[config.mk]
export PLATFORM = sky130hd
export DESIGN_NAME = rhwa_alarm
export DESIGN_NICKNAME = d
export VERILOG_FILES = /design/src/inc/rhwa_pkg.sv /design/src/verilog/rhwa_alarm.sv
export SDC_FILE = /design/constraint.sdc
export NUM_CORES = 1
export LEC_CHECK = 0
export BUFFER_PORTS_ARGS = -buffer_cell sky130_fd_sc_hd__buf_2
export CAP_MARGIN = 25
export CORE_MARGIN = 3
export CORE_UTILIZATION = 49
export CTS_CLUSTER_DIAMETER = 80
export DETAILED_ROUTE_END_ITERATION = 8
export HOLD_SLACK_MARGIN = 0.06
export PLACE_DENSITY = 0.89
export SYNTH_ARGS = -nofsm -noshare
export SYNTH_HDL_FRONTEND = slang
export SYNTH_SLANG_ARGS = --single-unit
[constraint.sdc]
create_clock -name i_sys_clk -period 4.76 [get_ports i_sys_clk]
set_input_delay 0.476 -clock i_sys_clk [delete_from_list [all_inputs] [get_ports i_sys_clk]]
set_output_delay 0.476 -clock i_sys_clk [all_outputs]
set_load 0.05 [all_outputs]
[src/inc/rhwa_pkg.sv]
// constants, field layouts and carrier types of the hour/weekday/date alarm
// assumes a 50 MHz system clock and an AXI4-Lite master on the register side
//
// What this block does
// hour alarm is an 8-bit read/write register tied to the hour counter
// hour compare_enable 1 compares hour; 0 leaves hour out of matching
// alarm only when every enabled alarm field of the set equals its counter
// software writes hour alarm values 00 to 23 only
// power-on reset clears compare_enable of hour, weekday and date alarms
// alarm target fields keep contents through reset; never forced
// hour layout: enable, read-zero bit, tens 0-2, units 0-9
// weekday layout: enable bit 7, zero bits 6-3, day code bits 2-0
// software writes day codes 0 (Sunday) to 6 (Saturday) only
// weekday enable 1 compares day code with the weekday counter
// date enable 1 compares the date target with the date counter
// software writes dates 01 to 31 that exist in the month
// date layout: enable bit 7, zero bit 6, tens bits 5-4, units 3-0
// alarm flag set with interrupt enable 1 raises the interrupt
// alarm signalled once per entry into a full match
package rhwa_pkg;

    // ----------------------------------------------------------------
    // register map
    // ----------------------------------------------------------------
    localparam int          ADDR_W      = 8;
    localparam logic [7:0]  OFS_HOUR    = 8'h00;
    localparam logic [7:0]  OFS_WEEKDAY = 8'h04;
    localparam logic [7:0]  OFS_DATE    = 8'h08;
    localparam logic [7:0]  OFS_STATUS  = 8'h0c;
    localparam logic [7:0]  OFS_MASK    = 8'h10;

    // ----------------------------------------------------------------
    // field layouts
    // ----------------------------------------------------------------
    localparam int          ENB_BIT     = 7;
    localparam int          FLAG_BIT    = 0;
    localparam logic [7:0]  HOUR_WR     = 8'hbf;
    localparam logic [7:0]  WEEKDAY_WR  = 8'h87;
    localparam logic [7:0]  DATE_WR     = 8'hbf;
    localparam logic [7:0]  HOUR_CMP    = 8'h3f;
    localparam logic [7:0]  WEEKDAY_CMP = 8'h07;
    localparam logic [7:0]  DATE_CMP    = 8'h3f;
    localparam logic [1:0]  RESP_OKAY   = 2'h0;
    localparam logic [1:0]  RESP_SLVERR = 2'h2;

    // ----------------------------------------------------------------
    // carriers
    // ----------------------------------------------------------------
    typedef struct packed {
        logic              awvalid;
        logic [ADDR_W-1:0] awaddr;
        logic              wvalid;
        logic [31:0]       wdata;
        logic [3:0]        wstrb;
        logic              bready;
        logic              arvalid;
        logic [ADDR_W-1:0] araddr;
        logic              rready;
    } rhwa_axi_req_t;

    typedef struct packed {
        logic        awready;
        logic        wready;
        logic        bvalid;
        logic [1:0]  bresp;
        logic        arready;
        logic        rvalid;
        logic [31:0] rdata;
        logic [1:0]  rresp;
    } rhwa_axi_rsp_t;

    typedef struct packed {
        logic [7:0] hour_counter;
        logic [7:0] weekday_counter;
        logic [7:0] date_counter;
    } rhwa_time_t;

    typedef struct packed {
        logic [7:0]        hour_alarm;
        logic [7:0]        weekday_alarm;
        logic [7:0]        date_alarm;
        logic              alarm_flag;
        logic              alarm_interrupt_enable;
        logic              match_q;
        logic              event_q;
        logic              aw_got;
        logic [ADDR_W-1:0] awaddr;
        logic              w_got;
        logic [31:0]       wdata;
        logic [3:0]        wstrb;
        logic              bvalid;
        logic [1:0]        bresp;
        logic              rvalid;
        logic [31:0]       rdata;
        logic [1:0]        rresp;
    } rhwa_state_t;

endpackage

[src/verilog/rhwa_alarm.sv]
// hour, weekday and date alarm compare with an AXI4-Lite register slave
// assumes live counters and the seconds/minutes/month match arrive
// synchronous to i_sys_clk
//
// Added by the designer: the AXI4-Lite register port and the register addresses.
`timescale 1ns/1ps

module rhwa_alarm (
    input  wire logic                   i_sys_clk,     // 50 MHz clock
    input  wire logic                   i_srst,        // sync reset, high
    input  wire rhwa_pkg::rhwa_axi_req_t i_axi,        // bus from master
    output rhwa_pkg::rhwa_axi_rsp_t     o_axi,         // bus to master
    input  wire rhwa_pkg::rhwa_time_t    i_time,       // live counters
    input  wire logic                   i_ext_enabled, // other alarms enabled
    input  wire logic                   i_ext_match,   // other enabled alarms hit
    output logic                        o_alarm_event, // one-cycle match pulse
    output logic                        o_irq          // level interrupt
);

    // ----------------------------------------------------------------
    // helpers
    // ----------------------------------------------------------------
    // a disabled field never blocks the match
    function automatic logic field_hit(input logic [7:0] alarm,
                                       input logic [7:0] live,
                                       input logic [7:0] cmp);
        field_hit = !alarm[rhwa_pkg::ENB_BIT] || ((alarm & cmp) == (live & cmp));
    endfunction

    function automatic logic [31:0] byte_word(input logic [7:0] b);
        byte_word = {24'h0, b};
    endfunction

    // ----------------------------------------------------------------
    // state
    // ----------------------------------------------------------------
    rhwa_pkg::rhwa_state_t s;
    rhwa_pkg::rhwa_state_t next_s;

    logic hour_hit;
    logic weekday_hit;
    logic date_hit;
    logic any_enabled;
    logic full_match;
    logic aw_take;
    logic w_take;
    logic aw_have;
    logic w_have;
    logic wr_do;
    logic rd_take;
    logic [rhwa_pkg::ADDR_W-1:0] wa;
    logic [31:0] wd;
    logic        wlane;

    // ----------------------------------------------------------------
    // match
    // ----------------------------------------------------------------
    // hour compare gate
    assign hour_hit    = field_hit(s.hour_alarm, i_time.hour_counter,
                                   rhwa_pkg::HOUR_CMP);
    // weekday compare gate
    assign weekday_hit = field_hit(s.weekday_alarm, i_time.weekday_counter,
                                   rhwa_pkg::WEEKDAY_CMP);
    // date compare gate
    assign date_hit    = field_hit(s.date_alarm, i_time.date_counter,
                                   rhwa_pkg::DATE_CMP);
    // with nothing enabled there is nothing to match, so no alarm
    assign any_enabled = s.hour_alarm[rhwa_pkg::ENB_BIT]
                       | s.weekday_alarm[rhwa_pkg::ENB_BIT]
                       | s.date_alarm[rhwa_pkg::ENB_BIT]
                       | i_ext_enabled;
    // all enabled fields coincide
    assign full_match  = any_enabled & hour_hit & weekday_hit & date_hit
                       & i_ext_match;

    // ----------------------------------------------------------------
    // bus handshakes
    // ----------------------------------------------------------------
    assign o_axi.awready = !s.aw_got && !s.bvalid;
    assign o_axi.wready  = !s.w_got && !s.bvalid;
    assign o_axi.arready = !s.rvalid;
    assign o_axi.bvalid  = s.bvalid;
    assign o_axi.bresp   = s.bresp;
    assign o_axi.rvalid  = s.rvalid;
    assign o_axi.rdata   = s.rdata;
    assign o_axi.rresp   = s.rresp;

    assign aw_take = i_axi.awvalid && o_axi.awready;
    assign w_take  = i_axi.wvalid && o_axi.wready;
    assign aw_have = s.aw_got || aw_take;
    assign w_have  = s.w_got || w_take;
    assign wr_do   = aw_have && w_have;
    assign rd_take = i_axi.arvalid && o_axi.arready;
    assign wa      = s.aw_got ? s.awaddr : i_axi.awaddr;
    assign wd      = s.w_got ? s.wdata : i_axi.wdata;
    assign wlane   = s.w_got ? s.wstrb[0] : i_axi.wstrb[0];

    // interrupt gated by enable
    assign o_irq         = s.alarm_flag & s.alarm_interrupt_enable;
    assign o_alarm_event = s.event_q;

    // ----------------------------------------------------------------
    // next state
    // ----------------------------------------------------------------
    always_comb begin
        next_s = s;
        // rising edge of match only
        next_s.match_q = full_match;
        next_s.event_q = full_match && !s.match_q;

        if (aw_take) begin
            next_s.aw_got = 1'b1;
            next_s.awaddr = i_axi.awaddr;
        end
        if (w_take) begin
            next_s.w_got = 1'b1;
            next_s.wdata = i_axi.wdata;
            next_s.wstrb = i_axi.wstrb;
        end
        if (s.bvalid && i_axi.bready) begin
            next_s.bvalid = 1'b0;
        end
        if (s.rvalid && i_axi.rready) begin
            next_s.rvalid = 1'b0;
        end

        if (wr_do) begin
            next_s.aw_got = 1'b0;
            next_s.w_got  = 1'b0;
            next_s.bvalid = 1'b1;
            next_s.bresp  = rhwa_pkg::RESP_OKAY;
            unique case (wa)
                // hour alarm write, bit 6 stays zero
                rhwa_pkg::OFS_HOUR: begin
                    if (wlane) begin
                        next_s.hour_alarm = wd[7:0] & rhwa_pkg::HOUR_WR;
                    end
                end
                // weekday write, bits 6-3 stay zero
                rhwa_pkg::OFS_WEEKDAY: begin
                    if (wlane) begin
                        next_s.weekday_alarm = wd[7:0] & rhwa_pkg::WEEKDAY_WR;
                    end
                end
                // date write, bit 6 stays zero
                rhwa_pkg::OFS_DATE: begin
                    if (wlane) begin
                        next_s.date_alarm = wd[7:0] & rhwa_pkg::DATE_WR;
                    end
                end
                rhwa_pkg::OFS_STATUS: begin
                    if (wlane && wd[rhwa_pkg::FLAG_BIT]) begin
                        next_s.alarm_flag = 1'b0;
                    end
                end
                rhwa_pkg::OFS_MASK: begin
                    if (wlane) begin
                        next_s.alarm_interrupt_enable = wd[rhwa_pkg::FLAG_BIT];
                    end
                end
                default: begin
                    next_s.bresp = rhwa_pkg::RESP_SLVERR;
                end
            endcase
        end

        // a new match beats a clear in the same cycle
        if (full_match && !s.match_q) begin
            next_s.alarm_flag = 1'b1;
        end

        if (rd_take) begin
            next_s.rvalid = 1'b1;
            next_s.rresp  = rhwa_pkg::RESP_OKAY;
            unique case (i_axi.araddr)
                rhwa_pkg::OFS_HOUR:    next_s.rdata = byte_word(s.hour_alarm);
                rhwa_pkg::OFS_WEEKDAY: next_s.rdata = byte_word(s.weekday_alarm);
                rhwa_pkg::OFS_DATE:    next_s.rdata = byte_word(s.date_alarm);
                rhwa_pkg::OFS_STATUS:  next_s.rdata = {31'h0, s.alarm_flag};
                rhwa_pkg::OFS_MASK: begin
                    next_s.rdata = {31'h0, s.alarm_interrupt_enable};
                end
                default: begin
                    next_s.rdata = 32'h0;
                    next_s.rresp = rhwa_pkg::RESP_SLVERR;
                end
            endcase
        end

        if (i_srst) begin
            // the enables clear; targets are left alone
            // read-only bits are cleared as well, so a target never written
            // still reads zero there
            next_s.hour_alarm    = s.hour_alarm & rhwa_pkg::HOUR_WR;
            next_s.weekday_alarm = s.weekday_alarm & rhwa_pkg::WEEKDAY_WR;
            next_s.date_alarm    = s.date_alarm & rhwa_pkg::DATE_WR;
            next_s.hour_alarm[rhwa_pkg::ENB_BIT]    = 1'b0;
            next_s.weekday_alarm[rhwa_pkg::ENB_BIT] = 1'b0;
            next_s.date_alarm[rhwa_pkg::ENB_BIT]    = 1'b0;
            next_s.alarm_flag             = 1'b0;
            next_s.alarm_interrupt_enable = 1'b0;
            next_s.match_q = 1'b0;
            next_s.event_q = 1'b0;
            next_s.aw_got  = 1'b0;
            next_s.awaddr  = 8'h00;
            next_s.w_got   = 1'b0;
            next_s.wdata   = 32'h0;
            next_s.wstrb   = 4'h0;
            next_s.bvalid  = 1'b0;
            next_s.bresp   = rhwa_pkg::RESP_OKAY;
            next_s.rvalid  = 1'b0;
            next_s.rdata   = 32'h0;
            next_s.rresp   = rhwa_pkg::RESP_OKAY;
        end
    end

    always_ff @(posedge i_sys_clk) begin
        s <= next_s;
    end
endmodule

==> summary.txt, run 1 <==
Worst skew pair latency -> 300 ps
Core ar. -> 5170 um2
Critical Path Source Type -> flip-flop
Cells after Synth -> 258
Setup bufs post-CTS -> 0
Main synth FF type -> dfxtp_1
H-Tree Level Count -> 2
Total power -> 935 uW
Clock Tree Buf Depth -> 2
Synth Cell Area -> 2670 um2
Final WL -> 5030 um
PD cells -> 320 nW/um2
Fillers -> 445
Routed len/inst -> 13.3 um
Pins over their slew limit -> 0
Mean post-synth cell area -> 10.3 um2
Crit path max fanout -> 10
Commonest cells after routing, fill and taps aside -> 63 x buf_2, 36 x dfxtp_1, 29 x nor2_1
Synth Register Bits -> 51
Via Count -> 1866
Clock Sinks -> 51
Layout Nets -> 391
Largest net degree at the start of global routing -> 38
CTS hold repair buffers -> 0
Post-synthesis cell type count -> 50
Final hold vios -> 0
FF-to-FF End -> s[104]$_DFFE_PP_
CP endpoint kind -> flip-flop
CP required -> 4690 ps
Post-CTS Resized -> 0
Hold Path Cell Cnt -> 2
Width of the die -> 79.8 um
Area growth, synth to finish -> 9.62%
Most common cell after layout, fill and taps aside -> buf_2
Reg2Reg Setup Slack -> 2410 ps
Max-slew headroom -> 0.425
Register area share after synthesis -> 0.439
Die area -> 6360 um2
CTS clock-pin slew for the worst setup and hold paths -> 100 ps
Tmin final -> 2350 ps
1st-pass router iterations -> 4
Total GRT Usage -> 0.160
Crit Path Category -> reg2reg
Post-route ant nets -> 0
Worst hold path type -> in2reg
CTS tree -> built
Detailed Place HPWL -> 3980 um
Vias in the first global route -> 1750
Worst vdd ir -> 0.315 mV
Hold_ws -> 364 ps
Hold_sp -> i_axi[0]
Register-to-Register Path Depth -> 3
Initial drt markers -> 65
Max Fclk -> 426 MHz
N_diodes -> 0
Setup TNS -> 0 ps
RSZ-0062 raised after global routing -> false
Row count -> 26
Worst slew pin tran -> 856 ps
Syn. warnings -> 0
Status -> complete, no violations
Worst EP arrival -> 2280 ps
Buffers on Ports -> 63
Skew final -> 9.30 ps
Placed cell count -> 369
Via/cell ratio -> 4.95
CTS root buf -> clkbuf_8
Leak pwr -> 0.00125 uW
Ys async rst share -> 0
Num ports -> 128
Hold endpoint -> o_axi[34]$_SDFFE_PP0P_
Number of remaining DRC errors -> 0
Chip Height -> 79.8 um
Fin crit share -> 0.493
Initial core utilization -> 0.515
EDFF count, synth -> 15
Max-cap violations -> 0
Total CTS buffers -> 5
Layout cells sized above 1 -> 0.300
Post-Layout Cell Count -> 377
Initial antenna violation count -> 0
Placer Congestion -> 0.762
Worst r2r src -> s[83]$_SDFFE_PP0P_
Final-report setup violation count -> 0
Grt total ovfl -> 0
Layout Utilization -> 0.565
First-pass GRT wire length -> 7810 um
[worst max-delay path: stages (launching register included)]
cell and delay (ps):
dfxtp_1 570, mux2i_1 520, nand3_4 160, nor3_1 730
[routing by layer]
metal | up-vias | share of wire | global-route usage
met5 | - | 0 | 0
li1 | 933 | - | -
met2 | 66 | 0.49 | 0.275
met4 | 0 | 0.011 | 0.0456
met1 | 860 | 0.42 | 0.197
met3 | 7 | 0.075 | 0.0418
[power breakdown]
group | leakage [uW] | total (uW) | switching (uW) | internal, uW
clock | 0.0000489 | 249 | 142 | 106
combinational | 0.000774 | 204 | 139 | 64.7
sequential | 0.000430 | 483 | 16.1 | 467
[state kept, by name, indices dropped and copies added (netlist names)]
signal,cells
o_alarm_event,1
o_axi,11
s,39
[worst max path at each step]
stage | startpoint | end | slack (ps) | depth (start not counted)
after floorplan | s[74]$_SDFFE_PP0P_ | s[42]$_SDFFE_PP0P_ | 2820 | 6
after CTS | s[83]$_SDFFE_PP0P_ | s[104]$_DFFE_PP_ | 2400 | 3
after global routing | s[83]$_SDFFE_PP0P_ | s[104]$_DFFE_PP_ | 2180 | 3
after global placement | i_axi[55] | s[90]$_DFFE_PP_ | 2480 | 5
after detailed placement | i_axi[55] | s[108]$_DFFE_PP_ | 2420 | 5
final | s[83]$_SDFFE_PP0P_ | s[104]$_DFFE_PP_ | 2410 | 3
[per-stage QoR]
step	setup WS (ps)	cell area, um2
finish	2410	2920
global route	2180	2920
CTS	2400	2920
detailed placement	2420	2830
global placement	2480	2830
floorplan	2820	2760
[layout make-up]
cell class | count | area [um2] | area share
clock buffers | 5 | 68.8 | 0.0235
clock inverters | 3 | 22.5 | 0.00771
inverters | 6 | 22.5 | 0.00771
multi-input cells | 179 | 1230 | 0.423
flip-flops and latches | 51 | 1170 | 0.401
well taps | 70 | 87.6 | 0.0300
repair buffers | 63 | 315 | 0.108
[synthesized netlist by cell type, types with 2 or more instances]
master / count / area (um2)
nor3b_1: 3 / 22.5
o41ai_1: 3 / 26.3
o31ai_1: 3 / 22.5
buf_4: 38 / 285
and2_1: 3 / 18.8
mux2_2: 10 / 113
edfxtp_1: 15 / 450
xor2_1: 7 / 61.3
a22o_1: 6 / 52.6
dfxtp_1: 36 / 721
xnor2_1: 8 / 70.1
o21ai_0: 7 / 35.0
nand2_1: 4 / 15.0
nor2_1: 29 / 109
clkbuf_1: 4 / 15.0
nor3_1: 6 / 30.0
buf_2: 4 / 20.0
nor2b_1: 6 / 37.5
nand4_1: 4 / 25.0
a21oi_1: 2 / 10.0
nand3_1: 2 / 10.0
mux2i_1: 24 / 240
inv_1: 6 / 22.5
a311oi_1: 2 / 17.5
[cells by family after synthesis]
| logic type | share of synthesized area |
|---|---|
| DFF | 0.439 |
| AOI/OAI and AO/OA | 0.0849 |
| muxes | 0.138 |
| and+or+nand+nor | 0.153 |
| buffers and inverters | 0.134 |
| other | 0.00141 |
| xor gates and xnor gates | 0.0493 |
(Power assumes the default switching activity.)
==> run 2: changes to the inputs <==
CORE_UTILIZATION = 46   (was 49)
PLACE_DENSITY = 0.85   (was 0.89)
clock period = 2.3 ns   (was 4.76 ns; I/O delays follow)
==> summary.txt, run 2 (synthesis results as in run 1) <==
First-pass GRT wire length -> 7670 um (was 7810 um)
Hold Path Cell Cnt -> 2 (unchanged)
Max reg flops -> 39 (unchanged)
Core ar. -> 5570 um2 (was 5170 um2)
CTS root buf -> clkbuf_8 (unchanged)
Width of the die -> 82.1 um (was 79.8 um)
Status -> complete, no violations (unchanged)
Initial core utilization -> 0.478 (was 0.515)
Die area -> 6750 um2 (was 6360 um2)
Clock Sinks -> 51 (unchanged)
CTS clock-pin slew for the worst setup and hold paths -> 90 ps (was 100 ps)
Layout cells sized above 1 -> 0.304 (was 0.300)
Setup bufs post-CTS -> 0 (unchanged)
Buffers on Ports -> 63 (unchanged)
Storage cell area -> 1170 um2 (unchanged)
Final hold vios -> 0 (unchanged)
RSZ-0062 raised after global routing -> false (unchanged)
Num ports -> 128 (unchanged)
Layout Utilization -> 0.532 (was 0.565)
CP endpoint kind -> flip-flop (unchanged)
Total CTS buffers -> 5 (unchanged)
Crit path max fanout -> 10 (unchanged)
Layout Nets -> 393 (was 391)
Chip Height -> 82.1 um (was 79.8 um)
Largest net degree at the start of global routing -> 38 (unchanged)
CP required -> 2270 ps (was 4690 ps)
Grt total ovfl -> 0 (unchanged)
Fin crit share -> 0.862 (was 0.493)
Pins over their slew limit -> 0 (unchanged)
Commonest cells after routing, fill and taps aside -> 63 x buf_2, 36 x dfxtp_1, 29 x nor2_1 (unchanged)
Worst vdd ir -> 0.397 mV (was 0.315 mV)
Hold_ws -> 101 ps (was 364 ps)
Clock Tree Buf Depth -> 2 (unchanged)
Final-report setup violation count -> 0 (unchanged)
H-Tree Level Count -> 2 (unchanged)
Max-cap violations -> 0 (unchanged)
Metal-1 WL -> 2230 um (was 2120 um)
Initial drt markers -> 96 (was 65)
Worst EP arrival -> 1950 ps (was 2280 ps)
Crit Path Category -> reg2reg (unchanged)
Max-slew headroom -> 0.562 (was 0.425)
Worst skew pair latency -> 310 ps (was 300 ps)
Total power -> 2050 uW (was 935 uW)
Area of the multi-input gates -> 1230 um2 (unchanged)
Most common cell after layout, fill and taps aside -> buf_2 (unchanged)
Worst slew pin tran -> 657 ps (was 856 ps)
Area growth, synth to finish -> 11.2% (was 9.62%)
Setup TNS -> 0 ps (unchanged)
Final WL -> 5080 um (was 5030 um)
Placer Congestion -> 0.810 (was 0.762)
CTS tree -> built (unchanged)
CTS hold repair buffers -> 0 (unchanged)
Top sig layer -> met4 (unchanged)
Post-route ant nets -> 0 (unchanged)
Routed len/inst -> 13.3 um (about the same)
Met3 routed WL -> 392 um (was 375 um)
Number of remaining DRC errors -> 0 (unchanged)
Total GRT Usage -> 0.151 (was 0.160)
Initial antenna violation count -> 0 (unchanged)
Tmin final -> 1980 ps (was 2350 ps)
N_diodes -> 0 (unchanged)
Critical Path Source Type -> flip-flop (unchanged)
Top reg by flops -> s (unchanged)
Skew final -> 4.71 ps (was 9.30 ps)
Max Fclk -> 504 MHz (was 426 MHz)
Via/cell ratio -> 4.98 (was 4.95)
Post-CTS Resized -> 0 (unchanged)
Detailed Place HPWL -> 3860 um (was 3980 um)
Vias in the first global route -> 1656 (was 1750)
Worst hold path type -> in2reg (unchanged)
1st-pass router iterations -> 4 (unchanged)
Register-to-Register Path Depth -> 3 (unchanged)
Leak pwr -> 0.00127 uW (was 0.00125 uW)
Fillers -> 514 (was 445)
Row count -> 27 (was 26)
Met2 wire length -> 2430 um (was 2480 um)
PD cells -> 693 nW/um2 (was 320 nW/um2)
Via Count -> 1899 (was 1866)
==> run 2: cell count changes in the layout (fill, tap and decap cells not counted), sizes merged <==
| cell | delta |
|---|---|
| buf | +2 |
| inv | -1 |
| bufinv | +1 |
==> run 2: layout make-up <==
cell class,instances,area share
well taps,72,0.0304
multi-input cells,179,0.416
clock buffers,5,0.0232
inverters,6,0.00759
repair buffers,65,0.111
clock inverters,3,0.0160
flip-flops and latches,51,0.395
==> run 2: worst paths after layout <==
| path | slack (ps) | from | to |
|---|---|---|---|
| hold reg to reg | 430 | s[85]$_SDFF_PP0_ | o_alarm_event$_SDFF_PP0_ |
| hold / removal | 100 | i_axi[0] | o_axi[34]$_SDFFE_PP0P_ |
| setup reg to reg | 320 | s[83]$_SDFFE_PP0P_ | s[98]$_DFFE_PP_ |
| setup / recovery | 320 | s[83]$_SDFFE_PP0P_ | s[98]$_DFFE_PP_ |
==> run 2: per-stage QoR <==
step	setup WS, ps	instances	instance area (um2)
2_1_floorplan	357	284	2760
4_1_cts	303	381	2970
3_5_place_dp	331	373	2850
6_report	317	381	2970
5_1_grt	159	381	2970
3_3_place_gp	308	373	2850
==> run 2: critical path: stages, from the launching register on <==
cell	delay, ps
dfxtp_1	570
mux2i_1	510
nand3_2	180
nor3_1	370
==> run 2: layer usage <==
metal,vias to the layer above,GRT usage
met3,4,0.0477
met1,876,0.193
met2,77,0.246
li1,942,-
met5,-,0
met4,0,0.0432
==> run 2: power breakdown <==
| part | total [uW] | leakage, uW | internal (uW) | switching [uW] |
|---|---|---|---|---|
| combinational | 421 | 0.000785 | 134 | 287 |
| clock | 634 | 0.0000587 | 330 | 304 |
| sequential | 999 | 0.000430 | 966 | 33.3 |
| total | 2050 | 0.00127 | 1430 | 624 |
